$ cat src/core/down_timer_pkg.sv
// Constants, register map and bus carrier for one down-counter timer channel.
// Assumes a single clock shared by register access and counting.
//
// Notes on behaviour
// - Reset leaves counter off, free-running, 16-bit, divide 1, irq enabled, load 0, count ones.
// - Mode bit clear selects free-running, set selects periodic; free-running after reset.
// - Count steps only when enabled, qualifier high and the prescaler pulses.
// - Free-running 32-bit: interrupt at zero, wrap to all ones, load value ignored.
// - Free-running 16-bit: low half counts, interrupt at zero, wraps to 0xffff.
// - Disable freezes the count; re-enable resumes from the frozen value.
// - Periodic: at zero raise interrupt, reload from load value, keep counting.
// - Load write replaces the count at once; the next qualified edge passes without a step.
// - Deferred load write updates load value only; used at next and later reloads.
// - Single-run bit selects one-shot and overrides the mode bit.
// - One-shot: interrupt at zero, then counting stops.
// - Load write in one-shot retriggers the countdown at once; stepping resumes after the next qualified edge.
// - Width bit picks 32 or 16 bits; 16-bit ignores upper half for zero.
// - Interrupt is raised from a qualified counting clock edge.
// - Mask enable gates the output; raw and masked status are both readable.
// - Prescaler divides the qualified rate by 1, 16 or 256 from a two-bit field.
// - Interval is qualifier divisor times prescale times load plus one, or two to the width.
// - Load of zero raises an interrupt at the next qualified edge; software should load at least one.
// - Present count is readable at any time in every mode.
// - After a load write the count reads back the new value immediately.
`default_nettype none
package down_timer_pkg;

   // ==========================================================
   // Bus shape
   localparam int ADDR_W = 8;
   localparam int DATA_W = 32;

   typedef struct packed {
      logic [ADDR_W-1:0] addr;
      logic [DATA_W-1:0] wdata;
      logic wr;
      logic rd;
   } bus_req_t;

   // ==========================================================
   // Register offsets (byte addresses)
   localparam logic [ADDR_W-1:0] OFS_RELOAD_VALUE = 8'h00;
   localparam logic [ADDR_W-1:0] OFS_CURRENT_COUNT = 8'h04;
   localparam logic [ADDR_W-1:0] OFS_CHANNEL_CONTROL = 8'h08;
   localparam logic [ADDR_W-1:0] OFS_IRQ_CLEAR = 8'h0c;
   localparam logic [ADDR_W-1:0] OFS_RAW_IRQ_STATUS = 8'h10;
   localparam logic [ADDR_W-1:0] OFS_MASKED_IRQ_STATUS = 8'h14;
   localparam logic [ADDR_W-1:0] OFS_DEFERRED_RELOAD = 8'h18;

   // ==========================================================
   // Control field positions
   localparam int CTL_COUNT_ENABLE_BIT = 7;
   localparam int CTL_RELOAD_MODE_BIT = 6;
   localparam int CTL_IRQ_MASK_ENABLE_BIT = 5;
   localparam int CTL_PRESCALE_HI = 3;
   localparam int CTL_PRESCALE_LO = 2;
   localparam int CTL_WIDTH_BIT = 1;
   localparam int CTL_SINGLE_RUN_BIT = 0;
   localparam int CTL_W = 8;

   // ==========================================================
   // Prescale encodings
   localparam logic [1:0] PRE_DIV1 = 2'h0;
   localparam logic [1:0] PRE_DIV16 = 2'h1;
   localparam logic [1:0] PRE_DIV256 = 2'h2;
   localparam int PRESCALE_W = 8;
   localparam logic [PRESCALE_W-1:0] PRE16_LAST = 8'h0f;
   localparam logic [PRESCALE_W-1:0] PRE256_LAST = 8'hff;

   // ==========================================================
   // Reset values
   localparam logic [CTL_W-1:0] RST_CONTROL = 8'h20;
   localparam logic [DATA_W-1:0] RST_RELOAD = 32'h00000000;
   localparam logic [DATA_W-1:0] RST_COUNT = 32'hffffffff;
   localparam logic [15:0] WRAP16 = 16'hffff;
   localparam logic [DATA_W-1:0] WRAP32 = 32'hffffffff;

endpackage : down_timer_pkg
`default_nettype wire

$ cat src/core/down_timer_channel.sv
// One down-counter timer channel with its register slave.
// Assumes the counting clock equals clk_in and that the qualifier input is
// driven by logic on the same clock, so it is not synchronised.
`timescale 1ns/100ps
`default_nettype none
module down_timer_channel (
   input wire logic clk_in,
   input wire logic arst_n_in,
   input wire down_timer_pkg::bus_req_t bus_in,
   output logic [down_timer_pkg::DATA_W-1:0] rdata_out,
   input wire logic count_clock_qualifier_in,
   output logic channel_irq_out
);
   import down_timer_pkg::*;

   // ==========================================================
   // Reset release
   logic rst_meta_q;
   logic rst_sync_q;
   always_ff @(posedge clk_in or negedge arst_n_in) begin
      if (!arst_n_in) begin
         rst_meta_q <= 1'b0;
         rst_sync_q <= 1'b0;
      end else begin
         rst_meta_q <= 1'b1;
         rst_sync_q <= rst_meta_q;
      end
   end
   wire rst_n = rst_sync_q;

   // ==========================================================
   // Address decode
   wire wr_reload = bus_in.wr && (bus_in.addr == OFS_RELOAD_VALUE);
   wire wr_control = bus_in.wr && (bus_in.addr == OFS_CHANNEL_CONTROL);
   wire wr_clear = bus_in.wr && (bus_in.addr == OFS_IRQ_CLEAR);
   wire wr_deferred = bus_in.wr && (bus_in.addr == OFS_DEFERRED_RELOAD);

   // ==========================================================
   // State
   logic [CTL_W-1:0] control_q;
   logic [DATA_W-1:0] reload_q;
   logic [DATA_W-1:0] count_q;
   logic [DATA_W-1:0] count_d;
   logic load_pend_q;
   logic [PRESCALE_W-1:0] pre_q;
   logic raw_irq_q;
   logic [DATA_W-1:0] rdata_q;

   wire count_en = control_q[CTL_COUNT_ENABLE_BIT];
   wire periodic = control_q[CTL_RELOAD_MODE_BIT];
   wire mask_en = control_q[CTL_IRQ_MASK_ENABLE_BIT];
   wire [1:0] pre_sel = control_q[CTL_PRESCALE_HI:CTL_PRESCALE_LO];
   wire wide = control_q[CTL_WIDTH_BIT];
   wire single_run = control_q[CTL_SINGLE_RUN_BIT];

   // Zero and one tests honour the selected width
   function automatic logic is_val(input logic [DATA_W-1:0] v, input logic w32, input logic [15:0] k);
      is_val = w32 ? (v == {16'h0000, k}) : (v[15:0] == k);
   endfunction : is_val

   // ==========================================================
   // Prescaler
   wire qual = count_clock_qualifier_in;
   wire pre_pulse = (pre_sel == PRE_DIV16) ? (pre_q[3:0] == PRE16_LAST[3:0]) :
                    (pre_sel == PRE_DIV256) ? (pre_q == PRE256_LAST) : 1'b1;
   always_ff @(posedge clk_in or negedge rst_n) begin
      if (!rst_n) begin
         pre_q <= '0;
      end else if (qual) begin
         pre_q <= pre_q + 8'h01;
      end
   end

   // ==========================================================
   // Counter
   wire at_zero = is_val(count_q, wide, 16'h0000);
   wire at_one = is_val(count_q, wide, 16'h0001);
   // A pending load claims the next qualified edge without stepping
   wire pend_edge = qual && load_pend_q;
   wire tick = count_en && qual && pre_pulse && !load_pend_q;
   wire stop_here = single_run && at_zero;
   wire reach_zero = (tick && at_one) || (pend_edge && at_zero);

   always_comb begin
      count_d = count_q;
      if (wr_reload) begin
         count_d = bus_in.wdata;
      end else if (tick && !stop_here) begin
         if (at_zero) begin
            if (periodic && !single_run) begin
               count_d = reload_q;
            end else if (wide) begin
               count_d = WRAP32;
            end else begin
               count_d = {count_q[31:16], WRAP16};
            end
         end else if (wide) begin
            count_d = count_q - 32'h00000001;
         end else begin
            count_d = {count_q[31:16], count_q[15:0] - 16'h0001};
         end
      end
   end

   always_ff @(posedge clk_in or negedge rst_n) begin
      if (!rst_n) begin
         control_q <= RST_CONTROL;
         reload_q <= RST_RELOAD;
         count_q <= RST_COUNT;
         load_pend_q <= 1'b0;
      end else begin
         if (wr_control) begin
            control_q <= bus_in.wdata[CTL_W-1:0];
         end
         if (wr_reload || wr_deferred) begin
            reload_q <= bus_in.wdata;
         end
         count_q <= count_d;
         if (wr_reload) begin
            load_pend_q <= 1'b1;
         end else if (qual) begin
            load_pend_q <= 1'b0;
         end
      end
   end

   // ==========================================================
   // Interrupt flag, set wins over clear
   always_ff @(posedge clk_in or negedge rst_n) begin
      if (!rst_n) begin
         raw_irq_q <= 1'b0;
      end else if (reach_zero) begin
         raw_irq_q <= 1'b1;
      end else if (wr_clear) begin
         raw_irq_q <= 1'b0;
      end
   end
   assign channel_irq_out = raw_irq_q && mask_en;

   // ==========================================================
   // Read data, one cycle after the strobe
   wire [DATA_W-1:0] rd_mux =
      (bus_in.addr == OFS_RELOAD_VALUE) ? reload_q :
      (bus_in.addr == OFS_DEFERRED_RELOAD) ? reload_q :
      (bus_in.addr == OFS_CURRENT_COUNT) ? count_q :
      (bus_in.addr == OFS_CHANNEL_CONTROL) ? {24'h000000, control_q} :
      (bus_in.addr == OFS_RAW_IRQ_STATUS) ? {31'h00000000, raw_irq_q} :
      (bus_in.addr == OFS_MASKED_IRQ_STATUS) ? {31'h00000000, channel_irq_out} : 32'h00000000;
   always_ff @(posedge clk_in or negedge rst_n) begin
      if (!rst_n) begin
         rdata_q <= '0;
      end else if (bus_in.rd) begin
         rdata_q <= rd_mux;
      end else begin
         rdata_q <= '0;
      end
   end
   assign rdata_out = rdata_q;

endmodule : down_timer_channel
`default_nettype wire

$ cat config.mk
export PLATFORM = sky130hd
export DESIGN_NAME = down_timer_channel
export DESIGN_NICKNAME = d
export VERILOG_FILES = /design/src/core/down_timer_pkg.sv /design/src/core/down_timer_channel.sv
export SDC_FILE = /design/constraint.sdc
export NUM_CORES = 1
export LEC_CHECK = 0
export ABC_AREA = 1
export BUFFER_PORTS_ARGS = -buffer_cell sky130_fd_sc_hd__buf_2
export CELL_PAD_IN_SITES_DETAIL_PLACEMENT = 1
export CELL_PAD_IN_SITES_GLOBAL_PLACEMENT = 2
export CORE_ASPECT_RATIO = 1.2
export CORE_MARGIN = 2
export CORE_UTILIZATION = 31
export DETAILED_ROUTE_END_ITERATION = 12
export GPL_TIMING_DRIVEN = 0
export PLACE_DENSITY = 0.77
export SKIP_LAST_GASP = 1
export SYNTH_ARGS = -nofsm -noshare
export SYNTH_HDL_FRONTEND = slang
export SYNTH_SLANG_ARGS = --single-unit
$ cat constraint.sdc
create_clock -name clk_in -period 3.27 [get_ports clk_in]
set_input_delay 0.327 -clock clk_in [delete_from_list [all_inputs] [get_ports clk_in]]
set_output_delay 0.327 -clock clk_in [all_outputs]
set_load 0.02 [all_outputs]
==> results.py, run 1 <==
metrics = {
    "run": {
        "max_cap_viol_count": 0,
    },
    "critical_path": {
        "reg2reg_depth": 12,
        "path_class": "flip-flop to flip-flop",
        "cp_max_fo": 10,
        "arrival_ns": 2.78,
        "crit_required_ns": 3.64,
        "rr_endpoint": "count_q[8]",
        "r2r_setup_slack_ns": 0.86,
        "startpoint_type": "flip-flop",
        "r2r_start": "count_q[0]",
        "cp-end-kind": "flip-flop",
    },
    "finish": {
        "antennaDiodeCount": 0,
        "postLayoutCellArea_um2": 8020,
        "drive_gt1_share_pct": 20.1,
        "area_growth_pct": 20.7,
        "final_nets": 1033,
        "nFillCells": 2588,
        "seq_area_um2": 2950,
        "multi_input_area_um2": 3090,
    },
    "logic_synthesis": {
        "syn-cell-area_um2": 6640,
        "syn_nets": 936,
        "ys_seq_area_share_pct": 44.3,
        "synth.avg_cell_area_um2": 7.48,
        "yosysWarningCount": 0,
        "netlist_instances": 888,
        "synthDistinctLibCells": 42,
        "ys_seq_elements": 116,
    },
    "cts": {
        "cts_hold_buf": 1,
        "cts_setup_buffers": 0,
        "cts-root-buf": "clkbuf_16",
        "ctsResizeCount": 0,
        "clkLatencyLatePin_ns": 0.43,
        "htree_levels": 4,
        "clk_path_buf_depth": 2,
        "cts_tree": "built",
        "clock-sinks": 116,
        "cts_buffers": 17,
        "cts.clk_slew.worst_paths_ns": 0.06,
    },
    "route": {
        "wl_met1_um": 10500,
        "met2_wirelength_um": 12700,
        "vias": 6214,
        "post-route-drc-count": 0,
        "via_per_inst": 4.90,
        "drt_iter0_drc": 281,
        "postRouteAntennaNets": 0,
        "dr.pass1.iters": 5,
        "routed_wl_um": 24600,
        "routedWlPerCell_um": 19.4,
        "dr_wl_met3_um": 748,
        "top_layer": "met4",
    },
    "sta": {
        "slew_viol_final": 0,
        "relSlewSlack_pct": 43.6,
        "rsz0062_at_grt": "no",
        "period_minus_slack_ns": 2.41,
        "setup_viol": 0,
        "setup_tns_ns": 0,
        "hold_viol": 0,
        "max_freq_ghz": 0.414,
        "worst_pin_slew_ns": 0.847,
        "fin_worst_skew_ns": 0.00759,
        "post-route-period-util_pct": 73.8,
    },
    "place": {
        "routabilityCongestion": 0.912,
        "place_area_um2": 7400,
        "place_hpwl_um": 18000,
        "io_buffers": 75,
    },
    "global_routing": {
        "grt.total_usage_pct": 23.1,
        "grt_max_degree": 48,
        "grt_overflow_total": 0,
        "first_global_vias": 6525,
        "antenna_found_initial": 0,
        "grt_pass1_wl_um": 38100,
    },
    "hold_path": {
        "hp-class": "primary input to flip-flop",
        "hold-path-cell-count": 3,
        "min_to": "reload_q[27]",
        "hold_start": "bus_in[29]",
    },
    "die": {
        "die_x_um": 138,
        "initial_core_util_pct": 31.7,
        "rows": 58,
        "io_pins": 78,
        "die_h_um": 164,
        "die_area_um2": 22600,
        "core-area_um2": 21000,
    },
    "outcome": {
        "status": "completed",
    },
    "pwr": {
        "power_mw": 4.74,
        "p_per_area_nw_per_um2": 591,
        "ir_drop_v": 0.000383,
        "leakage_nw": 4.03,
    },
}
## state kept, by name (all words and copies together) (netlist names)
register	flops
control_q	8
count_q	32
load_pend_q	1
pre_q	8
raw_irq_q	1
rdata_out	32
reload_q	32
rst_meta_q	1
rst_n	1
## placed cells by master, fill, tap and decap left out, drive strengths merged, types with 2 or more instances in the layout
cell / count
nor3: 2
nor2: 115
o211ai: 16
clkinv: 6
ha: 3
a221oi: 2
mux2: 6
dfstp: 33
o21bai: 3
buf: 94
bufinv: 3
inv: 109
a211oi: 14
xnor2: 4
xor2: 17
or2: 8
dfrtp: 83
clkbuf: 39
nand3b: 2
a21oi: 33
o21ai: 64
nand3: 75
nand4: 12
nand2: 247
clkinvlp: 3
## stage by stage
step	instances	utilization (%)	hold slack, ns	setup slack [ns]
3_5_place_dp	1235	35.3	0.115	0.789
3_3_place_gp	1233	35.1	0.115	0.393
6_report	1268	38.2	0.123	0.857
4_1_cts	1268	38.2	0.113	0.867
2_1_floorplan	888	-	0.0314	1.36
5_1_grt	1268	38.2	0.130	0.712
## worst max-delay path, cell delays in order, from the launching register on
cell	delay, ns
dfstp_2	0.58
inv_1	0.07
ha_1	0.25
nand2_2	0.19
nor2_8	0.09
nand2_4	0.12
inv_6	0.07
nand3_2	0.08
nand2_2	0.07
nor2_2	0.36
buf_4	0.28
nand3_1	0.09
nand3_1	0.08
## Yosys cell counts (all sizes together)
master,number,share of area (%)
o2111ai,1,0.13
o21bai,3,0.34
conb,1,0.056
nand2,247,15
mux2,6,1.0
a221oi,2,0.26
dfstp,33,13
xor2,17,2.2
nand3b,2,0.23
inv,108,6.2
dfrtp,83,31
nand4,12,1.1
a31oi,1,0.094
ha,3,0.57
clkbuf,18,1.0
clkinv,2,0.13
nor3,2,0.23
nor2,115,7.4
o22ai,1,0.30
o211ai,16,1.8
xnor2,4,0.53
a211oi,14,1.6
o21ai,64,4.8
a21oi,33,2.5
buf,17,1.8
or2,8,0.75
nand3,75,6.0
## routing by layer
metal	up-vias	global-route usage (%)
met5	-	0
met4	0	8.62
met3	27	3.24
met2	98	41.2
met1	3046	28.0
li1	3043	-
## worst max-delay path by stage
stage | start | to | slack [ns]
after CTS | count_q[0] | count_q[27] | 0.87
after global placement | rst_n | rdata_out[10] | 0.39
after floorplan | rst_n | control_q[0] | 1.36
after detailed placement | bus_in[35] | rdata_out[24] | 0.79
final | count_q[0] | count_q[8] | 0.86
after global routing | count_q[0] | count_q[5] | 0.71
## cell families (layout without fill, tap and decap cells)
logic type / Yosys count / after routing / synth area share (%)
xor+xnor: 21 / 21 / 2.77
flops: 116 / 116 / 44.3
other cells: 1 / 1 / 0.0565
mux: 6 / 6 / 1.02
fa+ha+maj: 3 / 3 / 0.565
compound gates: 135 / 135 / 11.8
simple gates: 461 / 461 / 30.3
buf+inv: 145 / 255 / 9.10
## report_power, final
group | internal (mW) | switching, mW | leakage (nW)
logic | 0.315 | 0.687 | 2.41
registers | 1.62 | 0.151 | 1.33
clock network | 1.22 | 0.745 | 0.284
## area by class of cell
class / instances / area share, %
clock inverters: 11 / 1.90
repair buffers: 78 / 5.40
plain buffers: 35 / 2.31
inverters: 110 / 5.23
clock buffers: 21 / 5.62
flip-flops and latches: 116 / 36.8
well taps: 270 / 4.21
multi-input cells: 627 / 38.6
Note: power is estimated with default switching activity, not from simulation.
==> run 2, diff against run 1 <==
--- a/config.mk
+++ b/config.mk
@@ -5,13 +5,13 @@
 export SDC_FILE = /design/constraint.sdc
 export NUM_CORES = 1
 export LEC_CHECK = 0
-export ABC_AREA = 1
+export ABC_AREA = 0
 export BUFFER_PORTS_ARGS = -buffer_cell sky130_fd_sc_hd__buf_2
 export CELL_PAD_IN_SITES_DETAIL_PLACEMENT = 1
 export CELL_PAD_IN_SITES_GLOBAL_PLACEMENT = 2
 export CORE_ASPECT_RATIO = 1.2
 export CORE_MARGIN = 2
-export CORE_UTILIZATION = 31
+export CORE_UTILIZATION = 34
 export DETAILED_ROUTE_END_ITERATION = 12
 export GPL_TIMING_DRIVEN = 0
 export PLACE_DENSITY = 0.77
==> constraint.sdc (replaced) <==
create_clock -name clk_in -period 2.1 [get_ports clk_in]
set_input_delay 0.21 -clock clk_in [delete_from_list [all_inputs] [get_ports clk_in]]
set_output_delay 0.21 -clock clk_in [all_outputs]
set_load 0.02 [all_outputs]
==> run 2 against run 1 <==
Effect of this change:
- the flow now finishes with violations (setup timing)
- core utilization rose by 9.9 points
- routed wire length fell by 4.7%
- die area fell by 14%
- sequential power rose by 60%
- flip-flop and latch count did not move
- via count fell by 5.3%
- global-route usage rose by 1.0 points
- largest cell class unchanged
- highest routed layer unchanged
==> results.py, run 2 <==
metrics = {
    "critical_path": {
        "crit_required_ns": 2.48,
        "arrival_ns": 2.87,
        "cp_max_fo": 3,
        "path_class": "flip-flop to flip-flop",
        "startpoint_type": "flip-flop",
        "cp-end-kind": "flip-flop",
    },
    "logic_synthesis": {
        "synth_top_cell_area_share_pct": 33.3,
        "synth.avg_cell_area_um2": 10.2,
        "yosysWarningCount": 0,
        "yosys.cell_count.top_type": "dfrtp_1",
        "async_reset_ff_share_pct": 100,
        "synth_edf_count": 0,
        "netlist_instances": 613,
        "synthTopCellsByArea": "dfrtp_1 (33%), dfstp_2 (14%), mux2_2 (7.4%), a22oi_1 (3.5%), nand2_1 (2.8%)",
        "yosys-top-cells-count": "dfrtp_1 (83), nand2_1 (47), mux2_2 (41)",
        "synth-main-ff-cell": "dfrtp_1",
        "synthDistinctLibCells": 78,
        "syn_nets": 661,
        "syn-cell-area_um2": 6240,
        "ys_seq_area_share_pct": 47.2,
        "yosys.area.top_type": "dfrtp_1",
        "ys_seq_elements": 116,
    },
    "cts": {
        "clkLatencyLatePin_ns": 0.43,
        "clock-sinks": 116,
        "htree_levels": 4,
        "cts_buffers": 17,
        "cts_tree": "built",
        "cts.clk_slew.worst_paths_ns": 0.06,
        "clk_path_buf_depth": 2,
        "cts-root-buf": "clkbuf_16",
    },
    "outcome": {
        "failed_checks": "setup timing",
        "status": "complete, but fails checks",
    },
    "pwr": {
        "leakage_nw": 3.66,
        "p_per_area_nw_per_um2": 852,
        "ir_drop_v": 0.000661,
    },
    "sta": {
        "finalWorstSetupSlack_ns": -0.399,
        "rsz0062_at_grt": "yes",
        "fin_worst_skew_ns": 0.0110,
        "slew_viol_final": 0,
        "relSlewSlack_pct": 36.1,
        "hold_viol": 0,
        "setup_viol": 31,
        "worst_pin_slew_ns": 0.959,
        "max_freq_ghz": 0.400,
        "post-route-period-util_pct": 119,
        "period_minus_slack_ns": 2.50,
    },
    "run": {
        "max_cap_viol_count": 0,
    },
    "route": {
        "postRouteAntennaNets": 0,
        "post-route-drc-count": 0,
        "via_per_inst": 5.94,
        "drt_iter0_drc": 398,
        "vias": 5885,
        "dr.pass1.iters": 5,
        "routed_wl_um": 23500,
        "routedWlPerCell_um": 23.7,
    },
    "die": {
        "die_area_um2": 19500,
        "die_x_um": 128,
        "die_h_um": 152,
        "io_pins": 78,
        "rows": 54,
        "initial_core_util_pct": 34.5,
        "core-area_um2": 18100,
    },
    "finish": {
        "final_cells": 990,
        "final_common_cell": "buf_2",
        "antennaDiodeCount": 0,
        "drive_gt1_share_pct": 45.2,
        "final_cell_mix": "buf_2 (83), dfrtp_1 (82), nand2_1 (42)",
        "area_growth_pct": 39.8,
        "final_nets": 801,
    },
    "place": {
        "io_buffers": 76,
        "dp_slack_ns": -0.862,
        "place_hpwl_um": 15300,
        "dp.cells": 915,
        "routabilityCongestion": 0.865,
    },
    "global_routing": {
        "first_global_vias": 6371,
        "antenna_found_initial": 0,
        "grt_pass1_wl_um": 36300,
        "grt_max_degree": 62,
        "grt.total_usage_pct": 24.1,
        "grt_overflow_total": 0,
    },
    "hold_path": {
        "hp-class": "primary input to flip-flop",
    },
}
-- run 2: cell type report --
| type | instances | area (µm²) |
|---|---|---|
| inverter | 23 | 86.3 |
| fill | 2009 | 9380 |
| clock inverter | 8 | 124 |
| multi-input combinational | 430 | 3610 |
| clock buffer | 24 | 492 |
| timing repair buffer | 126 | 885 |
| buffer | 39 | 302 |
| sequential | 116 | 2950 |
| tap | 224 | 280 |
-- run 2: kinds of logic (layout without fill, tap and decap cells) --
group                      Yosys count  count (layout)  share of synthesized area [%]
buffers and inverters               67             220                           4.45
adders and majority gates            3               3                          0.602
xor gates and xnor gates            15              15                           2.11
AOI/OAI and AO/OA                  162             162                           19.2
muxes                               42              42                           7.56
DFF                                116             116                           47.2
other                                1               1                         0.0601
and+or+nand+nor                    207             207                           18.8
-- run 2: through the flow --
step	total power [mW]	util, %	TNS [ns]	instance area [µm²]	hold WS (ns)
floorplan	3.58	-	-0.572	6300	-0.0856
global route	7.71	48.2	-8.05	8720	0.0196
detailed placement	3.98	38.7	-62.33	7000	-0.00113
CTS	7.28	45.9	-4.61	8310	0.0142
global placement	3.90	38.5	-123.27	6960	-0.00426
finish	7.43	48.2	-6.18	8720	0.0238
-- run 2: layer usage --
| metal | vias up | GRT usage (%) | share of wire (%) |
|---|---|---|---|
| li1 | 2581 | - | - |
| met1 | 3060 | 28.2 | 40 |
| met2 | 173 | 41.6 | 51 |
| met3 | 71 | 4.00 | 3.6 |
| met4 | 0 | 13.7 | 4.7 |
| met5 | - | 0 | 0 |
-- run 2: report_power, final --
group	internal [mW]	switching (mW)	leakage, nW
logic	0.721	0.792	1.89
registers	2.53	0.310	1.47
clock network	1.99	1.08	0.296
-- run 2: path summary, 6_finish.rpt --
path	from	end	slack (ns)	cells after the start
max in group asynchronous	rst_n	count_q[30]	0.88	1
hold / removal	bus_in[16]	count_q[14]	0.02	3
setup reg to reg	count_q[1]	count_q[24]	-0.40	8
setup / recovery	count_q[1]	count_q[24]	-0.40	8
hold reg to reg	rst_meta_q	rst_n	0.35	0
min in group asynchronous	arst_n_in	rst_n	0.09	2
-- run 2: repair_timing --
item,in CTS,in global routing
hold buffers,2,0
endpoints found under the setup margin,90,51
gates resized for setup,90,61
hold endpoints to repair,3,0
pin swaps,22,37
buffers inserted,30,14
cloned,4,0
-- run 2: worst max-delay path, stage by stage (launching register included) --
cell and delay (ns):
dfstp_2 0.39, inv_2 0.08, ha_4 0.15, or4b_4 0.50
nor4b_4 0.37, nand3_2 0.15, or4_4 0.51, a21oi_2 0.14
a221o_1 0.16
